--- src/design/doc_pkg.sv ---
package doc_pkg;

    // System clock and the derived link timing.
    localparam int CLK_HZ        = 10_000_000;
    localparam int CLK_PERIOD_NS = 1_000_000_000 / CLK_HZ;
    localparam int CLK_KHZ       = CLK_HZ / 1000;
    // Half period of the serial clock; long enough for the two-stage pin synchronisers.
    localparam int SCLK_HALF_NS  = 400;
    localparam int SCLK_HALF_CYC = (SCLK_HALF_NS + CLK_PERIOD_NS - 1) / CLK_PERIOD_NS;

    // Serial word layout: the register address sits in the low bits, shifted LSB first.
    localparam int WORD_W     = 32;
    localparam int ADDR_W     = 3;
    localparam int WORD_CNT_W = 5;
    localparam logic [ADDR_W-1:0] REG_READBACK = 3'h0;
    localparam logic [ADDR_W-1:0] REG_CTL1     = 3'h1;
    localparam logic [ADDR_W-1:0] REG_CTL2     = 3'h2;
    localparam logic [ADDR_W-1:0] REG_CODES    = 3'h3;

    // Control register 1 fields.
    localparam int FLT_RES_BIT = 25;
    localparam int FLT_CAP_BIT = 26;

    // Control register 2 fields.
    localparam int CAL_START_BIT = 5;
    localparam int AUTO_SRC_BIT  = 24;
    localparam int DIV_LSB       = 25;
    localparam int DIV_W         = 3;
    localparam int CLK_SEL_BIT   = 28;
    localparam int TRIM_LSB      = 29;
    localparam int TRIM_W        = 3;
    localparam logic [TRIM_W-1:0] TRIM_RST = 3'h3;

    // Offset codes: positions in the code register and in the readback word.
    localparam int CODE_W     = 8;
    localparam int Q_CODE_LSB = 16;
    localparam int I_CODE_LSB = 24;
    localparam logic [CODE_W-1:0] CODE_MID = 8'h80;
    localparam int ID_LSB      = 5;
    localparam int ID_W        = 2;
    localparam int BUSY_RD_BIT = 7;

    // Internal oscillator frequency per trim code, in kHz.
    localparam int OSC_KHZ [8] = '{300, 500, 700, 900, 1100, 1300, 1500, 1800};
    localparam int OSC_CNT_W   = 6;

    // Calibration clock divider ratio per divider code.
    localparam int DIV_CNT_W = 11;
    localparam logic [DIV_CNT_W-1:0] DIV_RATIO [8] = '{11'h001, 11'h002, 11'h004, 11'h008,
                                                       11'h010, 11'h040, 11'h100, 11'h400};

    // Host Wishbone register offsets.
    localparam int WB_ADR_W = 8;
    localparam logic [WB_ADR_W-1:0] WB_TX_WORD = 8'h00;
    localparam logic [WB_ADR_W-1:0] WB_CTRL    = 8'h04;
    localparam logic [WB_ADR_W-1:0] WB_STATUS  = 8'h08;
    localparam logic [WB_ADR_W-1:0] WB_RX_WORD = 8'h0C;
    localparam int CTRL_SEND_BIT = 0;
    localparam int CTRL_READ_BIT = 1;
    localparam int STAT_BUSY_BIT = 0;

    // Oscillator period in system clock cycles, rounded down.
    function automatic logic [OSC_CNT_W-1:0] osc_period(input logic [TRIM_W-1:0] trim);
        return OSC_CNT_W'(CLK_KHZ / OSC_KHZ[trim]);
    endfunction : osc_period

endpackage : doc_pkg

--- src/design/doc_link_if.sv ---
`timescale 1ns/100ps
// Three-wire serial link plus the readback line.
interface doc_link_if;
    logic sclk;
    logic sdata;
    logic slatch;
    logic rdbk;

    modport dev  (input sclk, input sdata, input slatch, output rdbk);
    modport host (output sclk, output sdata, output slatch, input rdbk);
endinterface : doc_link_if

--- src/design/doc_dev_end.sv ---
// Register access over Wishbone and the placing of the registers are this design's own decisions.
`timescale 1ns/100ps
module doc_dev_end #(
    parameter logic [doc_pkg::ID_W-1:0] VERSION_ID = 2'h0  // Arbitrary value.
) (
    input  wire logic                       clk_sys,
    input  wire logic                       rst,
    doc_link_if.dev                         link,
    input  wire logic                       det_i_high,
    input  wire logic                       det_q_high,
    output logic [doc_pkg::CODE_W-1:0]      i_offset_code,
    output logic [doc_pkg::CODE_W-1:0]      q_offset_code,
    output logic                            detector_res_bypass,
    output logic                            detector_cap_bypass,
    output logic                            cal_busy
);

    typedef enum logic {
        DOC_IDLE = 1'b0,
        DOC_RUN  = 1'b1
    } doc_cal_state_t;

    logic                              sclk_s1, sclk_s2, sclk_s3;
    logic                              sdata_s1, sdata_s2;
    logic                              slatch_s1, slatch_s2, slatch_s3;
    logic                              deti_s1, deti_s2, detq_s1, detq_s2;
    logic                              sclk_rise;
    logic                              latch_rise;
    logic [doc_pkg::WORD_W-1:0]        rx_sh;
    logic [doc_pkg::WORD_W-1:0]        rd_sh;
    logic [doc_pkg::WORD_W-1:0]        rd_word;
    logic [doc_pkg::ADDR_W-1:0]        rx_addr;
    logic                              wr_ctl1, wr_ctl2, wr_codes, wr_read;
    logic                              start_write;
    logic                              auto_src;
    logic [doc_pkg::DIV_W-1:0]         div_code;
    logic                              clk_sel;
    logic [doc_pkg::TRIM_W-1:0]        osc_trim;
    logic [doc_pkg::CODE_W-1:0]        man_i, man_q;
    logic [doc_pkg::CODE_W-1:0]        cal_i, cal_q;
    logic [doc_pkg::OSC_CNT_W-1:0]     osc_cnt;
    logic                              osc_tick;
    logic                              src_tick;
    logic [doc_pkg::DIV_CNT_W-1:0]     div_cnt;
    logic                              step;
    logic [2:0]                        bit_idx;
    doc_cal_state_t                    state;

    // Every pin crosses two flip-flops; edge detection looks only at the second and third.
    always_ff @(posedge clk_sys or posedge rst) begin
        if (rst) begin
            sclk_s1   <= 1'b0;
            sclk_s2   <= 1'b0;
            sclk_s3   <= 1'b0;
            sdata_s1  <= 1'b0;
            sdata_s2  <= 1'b0;
            slatch_s1 <= 1'b0;
            slatch_s2 <= 1'b0;
            slatch_s3 <= 1'b0;
            deti_s1   <= 1'b0;
            deti_s2   <= 1'b0;
            detq_s1   <= 1'b0;
            detq_s2   <= 1'b0;
        end else begin
            sclk_s1   <= link.sclk;
            sclk_s2   <= sclk_s1;
            sclk_s3   <= sclk_s2;
            sdata_s1  <= link.sdata;
            sdata_s2  <= sdata_s1;
            slatch_s1 <= link.slatch;
            slatch_s2 <= slatch_s1;
            slatch_s3 <= slatch_s2;
            deti_s1   <= det_i_high;
            deti_s2   <= deti_s1;
            detq_s1   <= det_q_high;
            detq_s2   <= detq_s1;
        end
    end

    assign sclk_rise  = sclk_s2 & ~sclk_s3;
    assign latch_rise = slatch_s2 & ~slatch_s3;

    // Shift in LSB first; data and clock share the same synchroniser depth, so they stay aligned.
    always_ff @(posedge clk_sys or posedge rst) begin
        if (rst) begin
            rx_sh <= '0;
        end else if (sclk_rise) begin
            rx_sh <= {sdata_s2, rx_sh[doc_pkg::WORD_W-1:1]};
        end
    end

    // Word decode on the rising edge of the latch line.
    assign rx_addr     = rx_sh[doc_pkg::ADDR_W-1:0];
    assign wr_read     = latch_rise && (rx_addr == doc_pkg::REG_READBACK);
    assign wr_ctl1     = latch_rise && (rx_addr == doc_pkg::REG_CTL1);
    assign wr_ctl2     = latch_rise && (rx_addr == doc_pkg::REG_CTL2);
    assign wr_codes    = latch_rise && (rx_addr == doc_pkg::REG_CODES);
    assign start_write = wr_ctl2 && rx_sh[doc_pkg::CAL_START_BIT];

    // Detector filter bypass bits.
    always_ff @(posedge clk_sys or posedge rst) begin
        if (rst) begin
            detector_res_bypass <= 1'b0;
            detector_cap_bypass <= 1'b0;
        end else if (wr_ctl1) begin
            detector_res_bypass <= rx_sh[doc_pkg::FLT_RES_BIT];
            detector_cap_bypass <= rx_sh[doc_pkg::FLT_CAP_BIT];
        end
    end

    // Calibration controls; the start bit itself lives in the state machine.
    always_ff @(posedge clk_sys or posedge rst) begin
        if (rst) begin
            auto_src <= 1'b1;
            div_code <= '0;
            clk_sel  <= 1'b1;
            osc_trim <= doc_pkg::TRIM_RST;
        end else if (wr_ctl2) begin
            auto_src <= rx_sh[doc_pkg::AUTO_SRC_BIT];
            div_code <= rx_sh[doc_pkg::DIV_LSB +: doc_pkg::DIV_W];
            clk_sel  <= rx_sh[doc_pkg::CLK_SEL_BIT];
            osc_trim <= rx_sh[doc_pkg::TRIM_LSB +: doc_pkg::TRIM_W];
        end
    end

    // Codes written by the host for manual adjustment.
    always_ff @(posedge clk_sys or posedge rst) begin
        if (rst) begin
            man_i <= doc_pkg::CODE_MID;
            man_q <= doc_pkg::CODE_MID;
        end else if (wr_codes) begin
            man_i <= rx_sh[doc_pkg::I_CODE_LSB +: doc_pkg::CODE_W];
            man_q <= rx_sh[doc_pkg::Q_CODE_LSB +: doc_pkg::CODE_W];
        end
    end

    // Internal oscillator modelled as an enable pulse from a trimmed divider.
    // A start realigns it, so the first step never uses a detector level older than the new code.
    always_ff @(posedge clk_sys or posedge rst) begin
        if (rst) begin
            osc_cnt <= '0;
        end else if (osc_tick || start_write) begin
            osc_cnt <= '0;
        end else begin
            osc_cnt <= osc_cnt + 1'b1;
        end
    end

    assign osc_tick = (osc_cnt >= doc_pkg::osc_period(osc_trim) - 1'b1);
    assign src_tick = clk_sel ? osc_tick : sclk_rise;

    // Calibration divider restarts with each calibration so the first step is a full period.
    always_ff @(posedge clk_sys or posedge rst) begin
        if (rst) begin
            div_cnt <= '0;
        end else if (start_write || step) begin
            div_cnt <= '0;
        end else if (state == DOC_RUN && src_tick) begin
            div_cnt <= div_cnt + 1'b1;
        end
    end

    assign step = (state == DOC_RUN) && src_tick
                  && (div_cnt == doc_pkg::DIV_RATIO[div_code] - 1'b1);

    // Successive approximation: try each bit from the top; the detector says whether to keep it.
    // A start that lands on the final step wins, so a fresh request is never lost.
    always_ff @(posedge clk_sys or posedge rst) begin
        if (rst) begin
            state   <= DOC_IDLE;
            bit_idx <= '0;
            cal_i   <= doc_pkg::CODE_MID;
            cal_q   <= doc_pkg::CODE_MID;
        end else if (start_write) begin
            state   <= DOC_RUN;
            bit_idx <= 3'(doc_pkg::CODE_W - 1);
            cal_i   <= doc_pkg::CODE_MID;
            cal_q   <= doc_pkg::CODE_MID;
        end else if (step) begin
            if (deti_s2) begin
                cal_i[bit_idx] <= 1'b0;
            end
            if (detq_s2) begin
                cal_q[bit_idx] <= 1'b0;
            end
            if (bit_idx != 3'h0) begin
                cal_i[bit_idx - 3'h1] <= 1'b1;
                cal_q[bit_idx - 3'h1] <= 1'b1;
                bit_idx               <= bit_idx - 3'h1;
            end else begin
                state <= DOC_IDLE;
            end
        end
    end // Codes change nowhere else.

    assign cal_busy = (state == DOC_RUN);

    // The DACs follow the calibration result or the host's manual codes.
    always_ff @(posedge clk_sys or posedge rst) begin
        if (rst) begin
            i_offset_code <= doc_pkg::CODE_MID;
            q_offset_code <= doc_pkg::CODE_MID;
        end else begin
            i_offset_code <= auto_src ? cal_i : man_i;
            q_offset_code <= auto_src ? cal_q : man_q;
        end
    end

    // Readback word: codes high, busy flag in a spare bit so the host can poll for completion.
    always_comb begin
        rd_word                                                  = '0;
        rd_word[doc_pkg::ID_LSB +: doc_pkg::ID_W]                = VERSION_ID;
        rd_word[doc_pkg::BUSY_RD_BIT]                            = cal_busy;
        rd_word[doc_pkg::Q_CODE_LSB +: doc_pkg::CODE_W]          = q_offset_code;
        rd_word[doc_pkg::I_CODE_LSB +: doc_pkg::CODE_W]          = i_offset_code;
    end

    // A write to address zero loads the readback shifter; each serial clock then moves one bit.
    always_ff @(posedge clk_sys or posedge rst) begin
        if (rst) begin
            rd_sh <= '0;
        end else if (wr_read) begin
            rd_sh <= rd_word;
        end else if (sclk_rise) begin
            rd_sh <= {1'b0, rd_sh[doc_pkg::WORD_W-1:1]};
        end
    end

    assign link.rdbk = rd_sh[0];

endmodule : doc_dev_end

--- src/flat_wrapper.sv ---
// flat-port wrapper written by rule: the top's interface ports become plain ports
module doc_dev_end_flat 
#(
    parameter logic [doc_pkg::ID_W-1:0] VERSION_ID = 2'h0                     
)
  (clk_sys, rst, det_i_high, det_q_high, i_offset_code, q_offset_code, detector_res_bypass, detector_cap_bypass, cal_busy, link_sclk, link_sdata, link_slatch, link_rdbk);
  doc_link_if link_i ();
  input  wire logic clk_sys;
  input  wire logic rst;
  input  wire logic det_i_high;
  input  wire logic det_q_high;
  output logic [doc_pkg::CODE_W-1:0] i_offset_code;
  output logic [doc_pkg::CODE_W-1:0] q_offset_code;
  output logic detector_res_bypass;
  output logic detector_cap_bypass;
  output logic cal_busy;
  input wire logic [$bits(link_i.sclk)-1:0] link_sclk;
  input wire logic [$bits(link_i.sdata)-1:0] link_sdata;
  input wire logic [$bits(link_i.slatch)-1:0] link_slatch;
  output wire logic [$bits(link_i.rdbk)-1:0] link_rdbk;
  assign link_i.sclk = link_sclk;
  assign link_i.sdata = link_sdata;
  assign link_i.slatch = link_slatch;
  assign link_rdbk = link_i.rdbk;
  doc_dev_end #(.VERSION_ID(VERSION_ID)) u_core (.clk_sys(clk_sys), .rst(rst), .link(link_i), .det_i_high(det_i_high), .det_q_high(det_q_high), .i_offset_code(i_offset_code), .q_offset_code(q_offset_code), .detector_res_bypass(detector_res_bypass), .detector_cap_bypass(detector_cap_bypass), .cal_busy(cal_busy));
endmodule
--- config.mk ---
export PLATFORM = sky130hd
export DESIGN_NAME = doc_dev_end_flat
export DESIGN_NICKNAME = d
export VERILOG_FILES = /design/src/design/doc_pkg.sv /design/src/design/doc_link_if.sv /design/src/design/doc_dev_end.sv /design/src/flat_wrapper.sv
export SDC_FILE = /design/constraint.sdc
export NUM_CORES = 1
export LEC_CHECK = 0
export BUFFER_PORTS_ARGS = -buffer_cell sky130_fd_sc_hd__buf_2
export CAP_MARGIN = 20
export CELL_PAD_IN_SITES_DETAIL_PLACEMENT = 1
export CELL_PAD_IN_SITES_GLOBAL_PLACEMENT = 1
export CORE_UTILIZATION = 53
export CTS_CLUSTER_DIAMETER = 60
export DETAILED_ROUTE_END_ITERATION = 10
export MAX_ROUTING_LAYER = met4
export PLACE_DENSITY = 0.9
export SLEW_MARGIN = 30
export SYNTH_ARGS = -nofsm -noshare
export SYNTH_HDL_FRONTEND = slang
export SYNTH_SLANG_ARGS = --single-unit
export TNS_END_PERCENT = 20
--- constraint.sdc ---
create_clock -name clk_sys -period 129.9 [get_ports clk_sys]
set_input_delay 12.99 -clock clk_sys [delete_from_list [all_inputs] [get_ports clk_sys]]
set_output_delay 12.99 -clock clk_sys [all_outputs]
set_load 0.01 [all_outputs]
==> Word-level counts from Yosys, hierarchy flattened <==
Memories as Yosys holds them, arrays and structs flattened.
Index checks and enable logic that the tools add are counted.
{ "op_classes": {"n_addsub": 5, "n_div": 1, "order_cmp": 7, "eq_ne": 5, "n_mux": 34, "n_bitwise": 11, "reduce_logical": 19} }
{ "ops": {"columns": ["cell", "n"], "rows": [
  ["$mux 32", 4],
  ["$mux 8", 14],
  ["$mux 11", 4],
  ["$div 15x32->32 const A", 1],
  ["$and 8x8->8", 2],
  ["$or 8x8->8", 2],
  ["$add 11x1->11 const B", 1],
  ["$eq 11x11->1", 1],
  ["$sub 11x1->11 const B", 1],
  ["$logic_and 1x1->1", 9],
  ["$mux 3", 3],
  ["$ge 4x4->1 const B", 2],
  ["$lt 3x4->1 const B", 2],
  ["$not 3->4", 2],
  ["$not 8->8", 1],
  ["$reduce_bool 2->1", 4],
  ["$add 6x1->6 const B", 1],
  ["$demux 1 s3", 2],
  ["$eq 3x2->1 const B", 2],
  ["$ge 3x1->1 const B", 2],
  ["$ge 6x6->1", 1],
  ["$mux 1", 6],
  ["$mux 6", 1],
  ["$sub 6x1->6 const B", 1],
  ["9 further kinds", 13]
]} }
{ "word_totals": {"register_bits": 155, "mem_bits_ro": 344, "inputBits": 7, "out_inout_bits": 20, "mem_count": 2} }
{ "mem_list": {"columns": ["memory", "depth", "word_bits", "rd", "rd_ports_with_merged_regs", "write_ports", "line", "source"], "rows": [
  ["(name not given)", 8, 32, 1, 0, 0, "doc_pkg.sv:64", "return OSC_CNT_W'(CLK_KHZ / OSC_KHZ[trim]);"],
  ["(name not given)", 8, 11, 1, 0, 0, "doc_dev_end.sv:164", "&& (div_cnt == doc_pkg::DIV_RATIO[div_code] - 1'b1);"]
]} }

==> Longest topological paths before layout <==
{ "logic_depth": {"ltp_word": 16, "depth_mapped": 364} }

==> Worst setup path after synthesis <==
OpenSTA, ideal clock, no wires.
{ "synth_path": {"path_kind": "register to register", "from": "reg u_core.osc_trim[1] in the netlist's numbering", "to": "reg u_core.cal_i[5] in the netlist's numbering", "arrival_ns": 62.925, "path_slack_ns": 66.843, "stages_incl_launch_ff": 343, "synth_period_minus_slack_ns": 63.057, "cell_sequence": "dfstp_2 > clkbuf_1 > inv_1 > ha_1 > buf_6 > a21oi_1 > inv_1 > ha_1 > nand3b_1 > a31o_1 > nor2_1 > ha_1 > nand2_1 > o21ai_0 > o21ai_1 > nor2b_1 > ha_1 > or3_1 > (+307 left out) > ha_1 > a21o_1 > a21oi_1 > nor2b_1 > o21ai_0 > nand2b_1 > a21oi_1 > mux2i_1 > and2_1 > clkbuf_1 > and3_1 > clkbuf_1 > and2_1 > and3_1 > nor2_1 > nor2_1 > a21oi_1 > nor2_1"} }
{ "synth_between": {"elab_chain_len": 11} }
{ "synth_rtl": {"columns": ["element", "line", "source"], "rows": [
  ["start: declaration", "doc_dev_end.sv:38", "logic [doc_pkg::TRIM_W-1:0] osc_trim;"],
  ["start signal: assignment", "doc_dev_end.sv:117", "osc_trim <= doc_pkg::TRIM_RST;"],
  ["start signal: assignment", "doc_dev_end.sv:122", "osc_trim <= rx_sh[doc_pkg::TRIM_LSB +: doc_pkg::TRIM_W];"],
  ["$not 3->4 (not written as such)", "doc_pkg.sv:64", null],
  ["$mem_v2 8x32", null, null],
  ["$mux 32 (not written as such) (2 in a row)", "doc_pkg.sv:64", null],
  ["$div 15x32->32", "doc_pkg.sv:64", null],
  ["$sub 6x1->6", "doc_dev_end.sv:149", "assign osc_tick = (osc_cnt >= doc_pkg::osc_period(osc_trim) - 1'b1);"],
  ["$ge 6x6->1", "doc_dev_end.sv:149", null],
  ["$mux 1", "doc_dev_end.sv:150", "assign src_tick = clk_sel ? osc_tick : sclk_rise;"],
  ["$logic_and 1x1->1", "doc_dev_end.sv:163", "assign step = (state == DOC_RUN) && src_tick"],
  ["$logic_and 1x1->1", "doc_dev_end.sv:164", null],
  ["$reduce_bool 2->1 (no source line)", null, null],
  ["end signal: assignment", "doc_dev_end.sv:172", "cal_i <= doc_pkg::CODE_MID;"],
  ["end signal: assignment", "doc_dev_end.sv:177", "cal_i <= doc_pkg::CODE_MID;"],
  ["end: declaration", "doc_dev_end.sv:40", "logic [doc_pkg::CODE_W-1:0] cal_i, cal_q;"]
]} }
No other way between the ends. The select of a mux whose other input is x is not followed.
A chain may end at the register's enable or synchronous reset.

==> Worst setup path after layout <==
{ "layout_path": {"from": "reg u_core.osc_trim[1] in the netlist's numbering", "to": "reg u_core.cal_q[5] in the netlist's numbering"} }
{ "layout_between": {"elab_chain_len": 11} }
{ "layout_rtl": {"columns": ["element", "line", "source"], "rows": [
  ["$not 3->4 (not written as such)", "doc_pkg.sv:64", null],
  ["$mem_v2 8x32", null, null],
  ["$mux 32 (not written as such) (2 in a row)", "doc_pkg.sv:64", null],
  ["$div 15x32->32", "doc_pkg.sv:64", null],
  ["$sub 6x1->6", "doc_dev_end.sv:149", null],
  ["$ge 6x6->1", "doc_dev_end.sv:149", null],
  ["$mux 1", "doc_dev_end.sv:150", null],
  ["$logic_and 1x1->1", "doc_dev_end.sv:163", null],
  ["$logic_and 1x1->1", "doc_dev_end.sv:164", null],
  ["$reduce_bool 2->1 (no source line)", null, null],
  ["end signal: assignment", "doc_dev_end.sv:173", "cal_q <= doc_pkg::CODE_MID;"],
  ["end signal: assignment", "doc_dev_end.sv:178", "cal_q <= doc_pkg::CODE_MID;"],
  ["end: declaration", "doc_dev_end.sv:40", null]
]} }
No other way between the ends. The select of a mux whose other input is x is not followed.

==> results.toml <==
[global_routing]
grtUsageTotal = 0.406
grt_pass1_wl_mm = 159
grt-ovfl-total = 0
grt_pass1_vias = 29400
grt_max_degree = 97
antenna_found_initial = 1

[min_path]
hold_path_class = "reg2reg"
hp-start = "u_core.slatch_s1"
holdPathStages = 0

[timing]
hold_ws_ns = 0.344
worst_pin_slew_ns = 1.08
relSlewSlack = 0.279
finalSetupViolations = 0
hold_violations = 0
rsz0062_at_grt = "no"
finalSetupTns_ns = 0
final_max_slew_viol_count = 0
period_needed_ns = 75.31
post-route-period-util = 0.580
max_freq_ghz = 0.0133
skew_ns = 0.0287

[yosys]
yosysTopAreaCellShare = 0.142
synth_mux_area_frac = 0.0663
syn_nets = 3657
yosysUniqueCellTypes = 137
yosys.area_share.adder = 0.0931
synth_seq_area_share = 0.152
async_flop_share = 1.00
synth-compound-area-share = 0.297
avgSynthCellArea_um2 = 7.38
synth_edf_count = 0
yosys.area_share.xor_xnor = 0.0719
synthSimpleGateAreaFrac = 0.281
synth_seq_cells = 155
synth_top_family_by_area = "compound AO/OA/AOI/OAI gates"
synth_cells = 3460
synth_area_um2 = 25500
synth.largest_area_cell = "dfrtp_1"
synth_ff_type = "dfrtp_1"
synth.area.top_cells = "dfrtp_1 14%, ha_1 9.3%, nand2_1 6.3%"
synth_warnings = 0

[placed_design]
dp.cells = 3991
post-dp-hpwl_mm = 73.6
gp_congestion = 0.964
portBuffers = 26

[route]
vias_per_cell = 7.07
drt_iter0_markers = 2196
routed_wirelength_mm = 98.6
ant_nets = 0
post_drt_wl_per_cell_um = 24.5
first_pass_iters = 6
vias = 28400
remaining_drc_errors = 0

[setup_path]
cp_max_fo = 27
crit_path_max_incr_delay_ns = 0.87
r2r-start = "u_core.osc_trim[1]"
cp-end-kind = "flip-flop"
worstSetupStartpoint = "u_core.osc_trim[1]"
arrival_ns = 75.60
r2r_slack_ns = 54.59
crit_path_frequent_cell = "a21oi_1"
worstReg2RegEnd = "u_core.cal_q[5]"
ff2ff_path_depth = 310
critPathKind = "reg2reg"
startpoint_type = "flip-flop"
required_ns = 130.19
cp_slowest_cell = "or4_1"
crit_end = "u_core.cal_q[5]"

[clocking]
postCtsHoldBufs = 0
numCtsBuffers = 17
clkSlewWorstSetupHoldPaths_ns = 0.08
cts_setup_buffers = 0
cts_root_buf = "clkbuf_16"
cts_tree = "built"
clk_latency_ns = 0.46
cts.sinks = 155
cts-resized-gates = 0
h-tree-depth = 4
cts_buffer_depth = 2

[die]
core_area_um2 = 47600
rows = 80
die-area_um2 = 49100
ios = 27
die_w_um = 222
start_util = 0.536
die_h_um = 222

[final_layout]
seqCellArea_um2 = 3890
final_cells = 4024
final_util = 0.560
fin_nets = 3592
areaGrowthSynthToFinish_pct = 4.48
drive_above_1_share = 0.0930
multi_input_area_um2 = 20700
num-fill-cells = 6099

[power]
ir_worst_vdd_uv = 14.9
power.density_nw_per_um2 = 4.74
power.static_leakage_nw = 12.6
power_uw = 127

[flow_run]
drv_cap = 0

[status]
status = "complete, no violations"
## layer usage
metal	wire length, um	part of all wire	vias to the layer above	track usage
met3	5900	0.060	313	0.0419
met1	41500	0.42	14100	0.503
met4	3920	0.040	0	0.169
li1	-	-	12900	-
met2	47300	0.48	1141	0.675
met5	0	0	-	-
## synthesized netlist by cell type, types with 41 or more instances
library cell / number
a21o_1: 85
nand3_1: 95
dfrtp_1: 145
nand4_1: 41
xor2_1: 79
nand2_1: 430
mux2_2: 79
and3_1: 44
a31oi_1: 48
and2_1: 46
or3_1: 51
inv_1: 90
nor3_1: 84
o21ai_0: 225
mux2i_1: 67
a21oi_1: 307
clkbuf_1: 81
xnor2_1: 129
ha_1: 190
nand2b_1: 57
nor2_1: 283
o21a_1: 42
## sequential cells by signal (all words and copies together), names as in the netlist, 3 cells and up
register	count
u_core.bit_idx	3
u_core.cal_i	8
u_core.cal_q	8
u_core.div_cnt	11
u_core.div_code	3
u_core.i_offset_code	8
u_core.man_i	8
u_core.man_q	8
u_core.osc_cnt	6
u_core.osc_trim	3
u_core.q_offset_code	8
u_core.rd_sh	32
u_core.rx_sh	32
## cells in the final DEF, fill, tap and decap left out, types with 84 or more instances in the layout
master	Yosys	routed
a21o_1	85	85
a21oi_1	307	306
dfrtp_1	145	145
ha_1	190	190
inv_1	90	89
nand2_1	430	430
nand3_1	95	95
nor2_1	283	282
nor3_1	84	84
o21ai_0	225	225
xnor2_1	129	129
## stage by stage
step | setup slack, ns | instance area (um2)
6_report | 54.59 | 26700
4_1_cts | 55.86 | 26700
3_3_place_gp | 61.11 | 26100
2_1_floorplan | 66.84 | 25500
5_1_grt | 48.43 | 26700
3_5_place_dp | 56.28 | 26100
## worst min-delay path by stage
stage                  endpoint  slack (ns)
2_1_floorplan    u_core.deti_s2        0.33
3_5_place_dp    u_core.sdata_s2        0.34
4_1_cts        u_core.slatch_s2        0.35
6_report       u_core.slatch_s2        0.34
3_3_place_gp     u_core.deti_s2        0.33
5_1_grt        u_core.slatch_s2        0.35
## cell families (layout without fill, tap and decap cells)
group	after synthesis	count (layout)
compound gates	1133	1133
xor+xnor	209	209
fa+ha+maj	190	190
buf+inv	232	180
flops	155	155
mux	155	155
other cells	1	2
simple gates	1385	1385
## area by class of cell
type / count / share of cell area
Antenna cell: 1 / 0.0000938
Inverter: 93 / 0.0134
Multi-Input combinational cell: 3073 / 0.776
Clock buffer: 18 / 0.0165
Clock inverter: 14 / 0.00609
Timing Repair Buffer: 55 / 0.0130
Sequential cell: 155 / 0.146
Tap cell: 615 / 0.0288
## worst max-delay path, delay by kind of cell, from the launching register on
family / cells / cell delay [ns]
AO/OA/AOI/OAI: 142 / 32.58
adder cells (fa/ha/maj): 32 / 10.20
multiplexers: 9 / 2.77
AND/OR/NAND/NOR: 109 / 26.48
flip-flops: 1 / 0.70
buffers and inverters: 18 / 2.24
## power by group
part	switching [mW]	internal (mW)
clock	0.0260	0.0267
combinational	0.0106	0.00451
sequential	0.00610	0.0526
No activity file was read; power rests on OpenSTA's default activity.
